### config.mk
export PLATFORM = sky130hd
export DESIGN_NAME = encoder_power_mode_regs
export DESIGN_NICKNAME = d
export VERILOG_FILES = /design/src/hw/encoder_pkg.sv /design/src/hw/control_decode.sv /design/src/hw/encoder_power_mode_regs.sv
export SDC_FILE = /design/constraint.sdc
export NUM_CORES = 1
export LEC_CHECK = 0
export BUFFER_PORTS_ARGS = -buffer_cell sky130_fd_sc_hd__buf_2
export CAP_MARGIN = 20
export CORE_ASPECT_RATIO = 0.8
export CORE_UTILIZATION = 31
export CTS_BUF_LIST = sky130_fd_sc_hd__clkbuf_4 sky130_fd_sc_hd__clkbuf_8 sky130_fd_sc_hd__clkbuf_16
export CTS_CLUSTER_SIZE = 12
export DETAILED_ROUTE_END_ITERATION = 8
export GPL_TIMING_DRIVEN = 0
export PLACE_DENSITY = 0.5
export SYNTH_ARGS = -nofsm -noshare
export SYNTH_HDL_FRONTEND = slang
export SYNTH_SLANG_ARGS = --single-unit
### constraint.sdc
create_clock -name clock -period 3.1 [get_ports clock]
set_clock_uncertainty 0.05 [all_clocks]
set_input_delay 0.155 -clock clock [delete_from_list [all_inputs] [get_ports clock]]
set_output_delay 0.155 -clock clock [all_outputs]
set_load 0.05 [all_outputs]
### src/hw/encoder_pkg.sv
// constants, field layouts and carrier types for the encoder control bank
// assumes a single 10 MHz control clock and serial-port pins sampled on it
package encoder_pkg;

  localparam int         NUM_REGS    = 3;
  localparam int         IDX_W       = 2;
  localparam logic [7:0] PTR_POWER   = 8'h00;
  localparam logic [7:0] PTR_MODE    = 8'h01;
  localparam logic [7:0] PTR_OUTMODE = 8'h02;
  localparam logic [7:0] PTR_LAST    = 8'h02;
  localparam logic [7:0] PTR_MAX     = 8'hff;

  localparam logic [7:0] RST_POWER   = 8'h12;
  localparam logic [7:0] RST_MODE    = 8'h00;
  localparam logic [7:0] RST_OUTMODE = 8'h20;
  localparam logic [7:0] RESET_VALS [NUM_REGS] = '{RST_POWER, RST_MODE, RST_OUTMODE};

  // 7-bit slave address is {ADDR_UPPER, address select pin}
  localparam logic [5:0] ADDR_UPPER  = 6'h35;
  localparam logic [3:0] BYTE_BITS   = 4'h8;
  localparam logic [3:0] CNT_ZERO    = 4'h0;
  localparam logic [3:0] CNT_ONE     = 4'h1;

  localparam logic [2:0] MODE_SD          = 3'h0;
  localparam logic [2:0] MODE_HD_SDR      = 3'h1;
  localparam logic [2:0] MODE_HD_DDR      = 3'h2;
  localparam logic [2:0] MODE_SD_HD_SDR   = 3'h3;
  localparam logic [2:0] MODE_SD_HD_DDR   = 3'h4;
  localparam logic [2:0] MODE_ED_54MHZ    = 3'h7;
  localparam logic [1:0] EDGE_LUMA_RISING = 2'h3;

  typedef struct packed {
    logic dac4;
    logic dac5;
    logic dac6;
    logic dac1;
    logic dac2;
    logic dac3;
    logic pll_off;
    logic sleep;
  } power_ctrl_t;

  typedef struct packed {
    logic       bus_swap;
    logic [2:0] input_mode;
    logic       rsvd3;
    logic [1:0] edge_align;
    logic       rsvd0;
  } mode_sel_t;

  typedef struct packed {
    logic [3:0] upper;
    logic       manual_csc;
    logic       black_bar;
    logic [1:0] rsvd;
  } out_mode_t;

  typedef struct packed {
    logic       sleep;
    logic       pll_power_down;
    logic       oversample_off;
    logic [5:0] dac_on;          // bit 0 is converter 1
    logic       sd_path_on;
    logic       hd_path_on;
    logic       hd_ddr;
    logic       ed_54mhz;
    logic       luma_on_rising;
    logic       bus_swap;
    logic       black_bar;
    logic       manual_csc;
  } ctrl_t;

  typedef enum logic [8:0] {
    ST_IDLE     = 9'h001,
    ST_ADDR     = 9'h002,
    ST_ADDR_ACK = 9'h004,
    ST_SUB      = 9'h008,
    ST_SUB_ACK  = 9'h010,
    ST_WDATA    = 9'h020,
    ST_WACK     = 9'h040,
    ST_RDATA    = 9'h080,
    ST_RACK     = 9'h100
  } port_state_t;

endpackage

### src/hw/control_decode.sv
// turns the stored register fields into registered control levels
// assumes register contents are stable flops from the port engine
module control_decode
(
  input  wire logic                     clock,
  input  wire logic                     reset,
  input  wire encoder_pkg::power_ctrl_t power,
  input  wire encoder_pkg::mode_sel_t   mode,
  input  wire encoder_pkg::out_mode_t   outmode,
  output encoder_pkg::ctrl_t            ctrl
);

  encoder_pkg::ctrl_t ctrl_r;
  encoder_pkg::ctrl_t ctrl_nxt;
  wire logic          is_sd;
  wire logic          is_hd;
  wire logic          is_ddr;
  wire logic [5:0]    dac_bits;

  assign dac_bits = {power.dac6, power.dac5, power.dac4,
                     power.dac3, power.dac2, power.dac1};

  // reserved input codes leave every path off
  assign is_sd  = (mode.input_mode == encoder_pkg::MODE_SD)
               || (mode.input_mode == encoder_pkg::MODE_SD_HD_SDR)
               || (mode.input_mode == encoder_pkg::MODE_SD_HD_DDR);
  assign is_ddr = (mode.input_mode == encoder_pkg::MODE_HD_DDR)
               || (mode.input_mode == encoder_pkg::MODE_SD_HD_DDR);
  assign is_hd  = is_ddr
               || (mode.input_mode == encoder_pkg::MODE_HD_SDR)
               || (mode.input_mode == encoder_pkg::MODE_SD_HD_SDR)
               || (mode.input_mode == encoder_pkg::MODE_ED_54MHZ);

  always_comb
  begin
    ctrl_nxt                = '0;
    ctrl_nxt.sleep          = power.sleep;
    ctrl_nxt.pll_power_down = power.sleep | power.pll_off;
    ctrl_nxt.oversample_off = power.pll_off;
    ctrl_nxt.dac_on         = dac_bits & {6{~power.sleep}};
    ctrl_nxt.sd_path_on     = is_sd;
    ctrl_nxt.hd_path_on     = is_hd;
    ctrl_nxt.hd_ddr         = is_ddr;
    ctrl_nxt.ed_54mhz       = (mode.input_mode == encoder_pkg::MODE_ED_54MHZ);
    // reserved edge codes fall back to chroma on rising
    ctrl_nxt.luma_on_rising = is_ddr
                           && (mode.edge_align == encoder_pkg::EDGE_LUMA_RISING);
    ctrl_nxt.bus_swap       = mode.bus_swap & is_sd;
    ctrl_nxt.black_bar      = outmode.black_bar;
    ctrl_nxt.manual_csc     = outmode.manual_csc;
  end

  always_ff @(posedge clock)
  begin
    if (reset)
      ctrl_r <= '0;
    else
      ctrl_r <= ctrl_nxt;
  end

  assign ctrl = ctrl_r;

endmodule // control_decode

### src/hw/encoder_power_mode_regs.sv
// two-wire serial control port slave with the power and mode register bank
// assumes scl and sda are already synchronous to clock and much slower than it
module encoder_power_mode_regs
(
  input  wire logic        clock,
  input  wire logic        reset,
  input  wire logic        scl_in,
  input  wire logic        sda_in,
  output logic             sda_out,
  output logic             sda_oe,
  input  wire logic        addr_sel,
  output encoder_pkg::ctrl_t ctrl
);

  encoder_pkg::port_state_t state_r;
  encoder_pkg::port_state_t state_nxt;

  logic       scl_prev_r;
  logic       sda_prev_r;
  logic [3:0] bit_cnt_r;
  logic [3:0] bit_cnt_nxt;
  logic [7:0] shift_r;
  logic [7:0] shift_nxt;
  logic [7:0] ptr_r;
  logic [7:0] ptr_nxt;
  logic       sda_oe_r;
  logic       sda_oe_nxt;
  logic       sda_out_r;
  logic       nack_r;
  logic       nack_nxt;
  logic       wr_en;
  logic [7:0] regs_r [encoder_pkg::NUM_REGS];

  wire logic       scl_rise;
  wire logic       scl_fall;
  wire logic       start_cond;
  wire logic       stop_cond;
  wire logic       byte_done;
  wire logic       take_bit;
  wire logic       byte_end;
  wire logic       addr_match;
  wire logic       rd_bit;
  wire logic       sub_valid;
  wire logic       ptr_valid;
  wire logic [7:0] ptr_inc;
  wire logic [7:0] ptr_rd_adv;
  wire logic [encoder_pkg::IDX_W-1:0] wr_idx;
  wire logic [encoder_pkg::IDX_W-1:0] rd_idx;
  wire logic [7:0] rd_byte;

  // edges judged against last sample; start/stop only while scl stays high
  assign scl_rise   = scl_in & ~scl_prev_r;
  assign scl_fall   = ~scl_in & scl_prev_r;
  assign start_cond = scl_in & scl_prev_r & sda_prev_r & ~sda_in;
  assign stop_cond  = scl_in & scl_prev_r & ~sda_prev_r & sda_in;
  assign byte_done  = (bit_cnt_r == encoder_pkg::BYTE_BITS);
  assign take_bit   = scl_rise & ~byte_done;
  assign byte_end   = scl_fall & byte_done;
  assign addr_match = (shift_r[7:1] == {encoder_pkg::ADDR_UPPER, addr_sel});
  assign rd_bit     = shift_r[0];

  assign sub_valid  = (shift_r <= encoder_pkg::PTR_LAST);
  assign ptr_valid  = (ptr_r <= encoder_pkg::PTR_LAST);
  // pointer stops at all ones rather than wrapping back onto a real register
  assign ptr_inc    = (ptr_r == encoder_pkg::PTR_MAX) ? ptr_r : ptr_r + 8'h01;
  // reads past the top keep returning the highest register
  assign ptr_rd_adv = (ptr_r < encoder_pkg::PTR_LAST) ? ptr_r + 8'h01
                                                      : encoder_pkg::PTR_LAST;
  assign wr_idx     = ptr_r[encoder_pkg::IDX_W-1:0];
  assign rd_idx     = ptr_valid ? ptr_r[encoder_pkg::IDX_W-1:0]
                                : encoder_pkg::PTR_LAST[encoder_pkg::IDX_W-1:0];
  // pointer itself is never a read source
  assign rd_byte    = regs_r[rd_idx];

  always_comb
  begin
    state_nxt   = state_r;
    bit_cnt_nxt = bit_cnt_r;
    shift_nxt   = shift_r;
    ptr_nxt     = ptr_r;
    sda_oe_nxt  = sda_oe_r;
    nack_nxt    = nack_r;
    wr_en       = 1'b0;
    if (stop_cond)
    begin
      state_nxt  = encoder_pkg::ST_IDLE;
      sda_oe_nxt = 1'b0;
    end
    else if (start_cond)
    begin
      // pointer kept across a repeated start so a read follows the set-up write
      state_nxt   = encoder_pkg::ST_ADDR;
      bit_cnt_nxt = encoder_pkg::CNT_ZERO;
      sda_oe_nxt  = 1'b0;
    end
    else
    begin
      case (state_r)
        encoder_pkg::ST_IDLE:
        begin
          sda_oe_nxt = 1'b0;
        end
        encoder_pkg::ST_ADDR:
        begin
          if (take_bit)
          begin
            shift_nxt   = {shift_r[6:0], sda_in};
            bit_cnt_nxt = bit_cnt_r + encoder_pkg::CNT_ONE;
          end
          else if (byte_end)
          begin
            bit_cnt_nxt = encoder_pkg::CNT_ZERO;
            sda_oe_nxt  = addr_match;
            state_nxt   = addr_match ? encoder_pkg::ST_ADDR_ACK : encoder_pkg::ST_IDLE;
          end
        end
        encoder_pkg::ST_ADDR_ACK:
        begin
          if (scl_fall && rd_bit)
          begin
            shift_nxt   = {rd_byte[6:0], 1'b1};
            sda_oe_nxt  = ~rd_byte[7];
            bit_cnt_nxt = encoder_pkg::CNT_ONE;
            state_nxt   = encoder_pkg::ST_RDATA;
          end
          else if (scl_fall)
          begin
            sda_oe_nxt = 1'b0;
            state_nxt  = encoder_pkg::ST_SUB;
          end
        end
        encoder_pkg::ST_SUB:
        begin
          if (take_bit)
          begin
            shift_nxt   = {shift_r[6:0], sda_in};
            bit_cnt_nxt = bit_cnt_r + encoder_pkg::CNT_ONE;
          end
          else if (byte_end)
          begin
            bit_cnt_nxt = encoder_pkg::CNT_ZERO;
            sda_oe_nxt  = sub_valid;
            ptr_nxt     = shift_r;
            state_nxt   = sub_valid ? encoder_pkg::ST_SUB_ACK : encoder_pkg::ST_IDLE;
          end
        end
        encoder_pkg::ST_SUB_ACK, encoder_pkg::ST_WACK:
        begin
          if (scl_fall)
          begin
            sda_oe_nxt = 1'b0;
            state_nxt  = encoder_pkg::ST_WDATA;
          end
        end
        encoder_pkg::ST_WDATA:
        begin
          if (take_bit)
          begin
            shift_nxt   = {shift_r[6:0], sda_in};
            bit_cnt_nxt = bit_cnt_r + encoder_pkg::CNT_ONE;
          end
          else if (byte_end)
          begin
            // a byte beyond the top register is dropped and refused
            bit_cnt_nxt = encoder_pkg::CNT_ZERO;
            wr_en       = ptr_valid;
            sda_oe_nxt  = ptr_valid;
            ptr_nxt     = ptr_inc;
            state_nxt   = ptr_valid ? encoder_pkg::ST_WACK : encoder_pkg::ST_IDLE;
          end
        end
        encoder_pkg::ST_RDATA:
        begin
          if (scl_fall && byte_done)
          begin
            sda_oe_nxt  = 1'b0;
            bit_cnt_nxt = encoder_pkg::CNT_ZERO;
            ptr_nxt     = ptr_rd_adv;
            state_nxt   = encoder_pkg::ST_RACK;
          end
          else if (scl_fall)
          begin
            sda_oe_nxt  = ~shift_r[7];
            shift_nxt   = {shift_r[6:0], 1'b1};
            bit_cnt_nxt = bit_cnt_r + encoder_pkg::CNT_ONE;
          end
        end
        encoder_pkg::ST_RACK:
        begin
          if (scl_rise)
            nack_nxt = sda_in;
          else if (scl_fall && nack_r)
            state_nxt = encoder_pkg::ST_IDLE;
          else if (scl_fall)
          begin
            shift_nxt   = {rd_byte[6:0], 1'b1};
            sda_oe_nxt  = ~rd_byte[7];
            bit_cnt_nxt = encoder_pkg::CNT_ONE;
            state_nxt   = encoder_pkg::ST_RDATA;
          end
        end
        default:
        begin
          state_nxt  = encoder_pkg::ST_IDLE;
          sda_oe_nxt = 1'b0;
        end
      endcase
    end
  end

  always_ff @(posedge clock)
  begin
    if (reset)
    begin
      state_r    <= encoder_pkg::ST_IDLE;
      scl_prev_r <= 1'b1;
      sda_prev_r <= 1'b1;
      bit_cnt_r  <= encoder_pkg::CNT_ZERO;
      shift_r    <= 8'h00;
      ptr_r      <= 8'h00;
      sda_oe_r   <= 1'b0;
      sda_out_r  <= 1'b0;
      nack_r     <= 1'b0;
    end
    else
    begin
      state_r    <= state_nxt;
      scl_prev_r <= scl_in;
      sda_prev_r <= sda_in;
      bit_cnt_r  <= bit_cnt_nxt;
      shift_r    <= shift_nxt;
      ptr_r      <= ptr_nxt;
      sda_oe_r   <= sda_oe_nxt;
      sda_out_r  <= 1'b0;
      nack_r     <= nack_nxt;
    end
  end

  // sleep does not gate the port, so the bank stays reachable while asleep
  genvar g;
  generate
    for (g = 0; g < encoder_pkg::NUM_REGS; g = g + 1)
    begin : g_reg
      always_ff @(posedge clock)
      begin
        if (reset)
          regs_r[g] <= encoder_pkg::RESET_VALS[g];
        else if (wr_en && (wr_idx == (encoder_pkg::IDX_W)'(g)))
          regs_r[g] <= shift_r;
      end
    end
  endgenerate

  control_decode u_decode
  (
    .clock   (clock),
    .reset   (reset),
    .power   (encoder_pkg::power_ctrl_t'(regs_r[encoder_pkg::PTR_POWER[encoder_pkg::IDX_W-1:0]])),
    .mode    (encoder_pkg::mode_sel_t'(regs_r[encoder_pkg::PTR_MODE[encoder_pkg::IDX_W-1:0]])),
    .outmode (encoder_pkg::out_mode_t'(regs_r[encoder_pkg::PTR_OUTMODE[encoder_pkg::IDX_W-1:0]])),
    .ctrl    (ctrl)
  );

  assign sda_out = sda_out_r;
  assign sda_oe  = sda_oe_r;

endmodule // encoder_power_mode_regs

==> run summary <==
outcome: finished clean
sum of buffers and inverters on the critical path: 2
register area share after synthesis: 43.7%
P per Cell Area: 510 mW/mm^2
post-synthesis adder-cell area fraction: 1.90%
Crit Path Category: register to register
CP delay by family, top: buffers and inverters
post-synth top area cell: dfxtp_1
met1 usage: 26.2%
critical hold path startpoint: sda_in
fmax: 363 MHz
maxcap violations: 0
Port Buffers: 21
Num CTS Buffers: 9
dpl hpwl: 7580 microns
syn nets: 438
root buf cell: clkbuf_16
Syn. warnings: 0
number of standard cells after synthesis: 427
critical path capture point type: register
Post-Synth XOR/XNOR Area: 1.56%
crit-path cells: inv_1 > ha_1 > nand2b_1 > and4_1 > clkbuf_1 > mux2i_1 > a211oi_1 > a21oi_1 > a211oi_2
vias per inst: 5.18
grt met2 use: 23.3%
GP Congestion: 0.819
Diodes inserted: 0
Critical Path Source Type: register
area delta synth->final: 16.2%
Routed wire per std cell: 16.3 microns
main flop type after synthesis: dfxtp_1
number of hold buffers added after cts: 0
Worst EP required: 3.30 ns
first-pass GRT wire length: 16800 microns
Reg2Reg Depth: 9
design area: 0.00458 sq mm
crit path DAT: 2.96 ns
FF-to-FF End: shift_r[5]
final setup fails: 0
Hold Crit Depth: 2
final WL: 10400 microns
DP Area: 0.00426 sq mm
Fin Hold WS: 0.0873 ns
Yosys reg bits: 74
H-tree levels: 3
layout cells sized above 1: 16.2%
Rows: 36
fraction of registers with async set/reset: 0%
chip width: 128 microns
TritonRoute pass-1 iters: 5
worst-skew pair later-pin latency: 0.34 ns
measured slew at the worst slew-check pin: 0.782 ns
Top Ports: 24
synth top area cells: dfxtp_1 25%, edfxtp_1 18%, and3_1 4.6%
initial antenna violation count: 0
setup_tns: 0 ns
crit-path max cell delay: 0.47 ns
pre-CTS WS: 0.0374 ns
Final ANT Viol Nets: 0
register area: 0.00172 sq mm
CTS Sinks: 74
final period utilization: 88.8%
RSZ-0062 raised after global routing: false
GRT busiest layer: met1
Max Buffers Root-to-Sink: 2
Power Total: 2.34 mW
CP Max Fanout: 10
DR vias: 3290
CTS tree: built
post-layout min period: 2.75 ns
most frequent cell after synthesis: dfxtp_1
Fillers: 1264
Die Area: 0.0132 sq mm
Worst-path clk slew: 0.06 ns
Fin. Hold Viols: 0
total grt overflow: 0
die span in y: 103 microns
Hold EP: sda_prev_r
simple-gate portion of the synthesized area: 25.1%
Starting DRT DRC Count: 254
Max IR drop VDD: 0.235 mV
Post-synth EDFFs: 24
unique cell type count in the Yosys netlist: 63
Mapped Area: 0.00394 sq mm
drt drc: 0
main combinational cell family by area after synthesis: simple AND/OR/NAND/NOR gates
All-Layer GR Usage: 16.9%
largest net degree at the start of global routing: 16
multi-input logic area: 0.00206 sq mm
area share of the largest cell type after synthesis: 25.4%
M3 GR Usage: 3.11%
nets: 470
Initial Util: 32.1%
Lkg Pwr: 1.74 nW
Final Max Tran Viols: 0
commonest cells in the netlist: 50 x dfxtp_1, 42 x nor2_1, 34 x a21oi_1
Core ar.: 0.0123 sq mm
mux share of post-synthesis cell area: 3.59%
mean cell area of the mapped netlist: 9.23 sq um
flop2flop setup slack: 0.35 ns
post-CTS setup buffers: 0
setup ws final: 0.348 ns
Slew HR: 47.9%
Synth Area in Compound Gates: 19.6%
CP max stage cell: clkbuf_1
vias in the first global route: 3073
worst reg2reg path startpoint: ptr_r[0]
Hold Path Class: input port to register
## logic make-up (layout without fill, tap and decap cells)
kind of cell / after synthesis / after routing
AOI/OAI and AO/OA: 106 / 106
xor gates and xnor gates: 7 / 7
adders and majority gates: 6 / 6
buffers and inverters: 36 / 73
DFF: 74 / 74
muxes: 14 / 14
other: 1 / 1
and+or+nand+nor: 183 / 183
## power by group
part | switching (mW) | internal [mW] | total, mW | leakage [nW]
Sequential | 0.0189 | 1.03 | 1.05 | 0.637
Combinational | 0.132 | 0.0583 | 0.190 | 0.957
Clock | 0.459 | 0.639 | 1.10 | 0.149
## sequential cells by signal (all words and copies together), names as in the netlist
register and flops:
regs_r 24, u_decode.ctrl 17, state_r 9, ptr_r 8, shift_r 8, bit_cnt_r 4, nack_r 1, scl_prev_r 1
sda_oe 1, sda_prev_r 1
## placed cells by master, fill, tap and decap left out, drive strengths merged, types with 2 or more instances in the layout
cell,n
dfxtp,50
nor2,42
a21oi,34
buf,34
and3,29
edfxtp,24
clkbuf,24
nand2,23
a211oi,21
nand3,16
o21ai,15
nor3,14
mux2i,13
nor2b,13
inv,12
and2,10
nand2b,7
nor4,7
ha,6
o31ai,6
xnor2,4
a31oi,4
or3,4
nand3b,3
a211o,3
nand4,3
and4,3
a22oi,3
or2,3
xor2,3
a21o,3
o221ai,2
a32o,2
o21a,2
o41ai,2
or4,2
## layer usage
metal	share of wire, %	wire, microns
met1	54	5560
met2	39	4070
met3	6.0	627
met4	1.1	119
met5	0	0
## final cells by class
type | count | share of cell area (%)
buffer | 28 | 3.14
clock buffer | 9 | 4.92
clock inverter | 7 | 1.83
inverter | 8 | 0.655
multi-input combinational | 317 | 44.9
sequential | 74 | 37.6
tap | 171 | 4.67
timing repair buffer | 21 | 2.29
## worst max-delay path by stage
| stage | start | to | cells past startpoint |
|---|---|---|---|
| after CTS | state_r[8] | regs_r[2][5] | 6 |
| after detailed placement | state_r[8] | regs_r[2][5] | 6 |
| after global placement | state_r[8] | regs_r[2][5] | 6 |
| after global routing | ptr_r[0] | regs_r[2][7] | 8 |
| final | ptr_r[0] | shift_r[5] | 9 |
| after floorplan | state_r[5] | bit_cnt_r[3] | 8 |
## per-stage QoR
| stage | std cells | util [%] |
|---|---|---|
| 3_3_place_gp | 619 | 34.7 |
| 4_1_cts | 635 | 37.2 |
| 5_1_grt | 635 | 37.3 |
| 6_report | 635 | 37.3 |
| 2_1_floorplan | 427 | - |
| 3_5_place_dp | 619 | 34.7 |
## what timing repair did
item                                   CTS  global route
setup endpoints to repair                0            46
endpoints found under the hold margin    0             0
gates resized for setup                  0             2
Power figures use the tool's default switching activity.
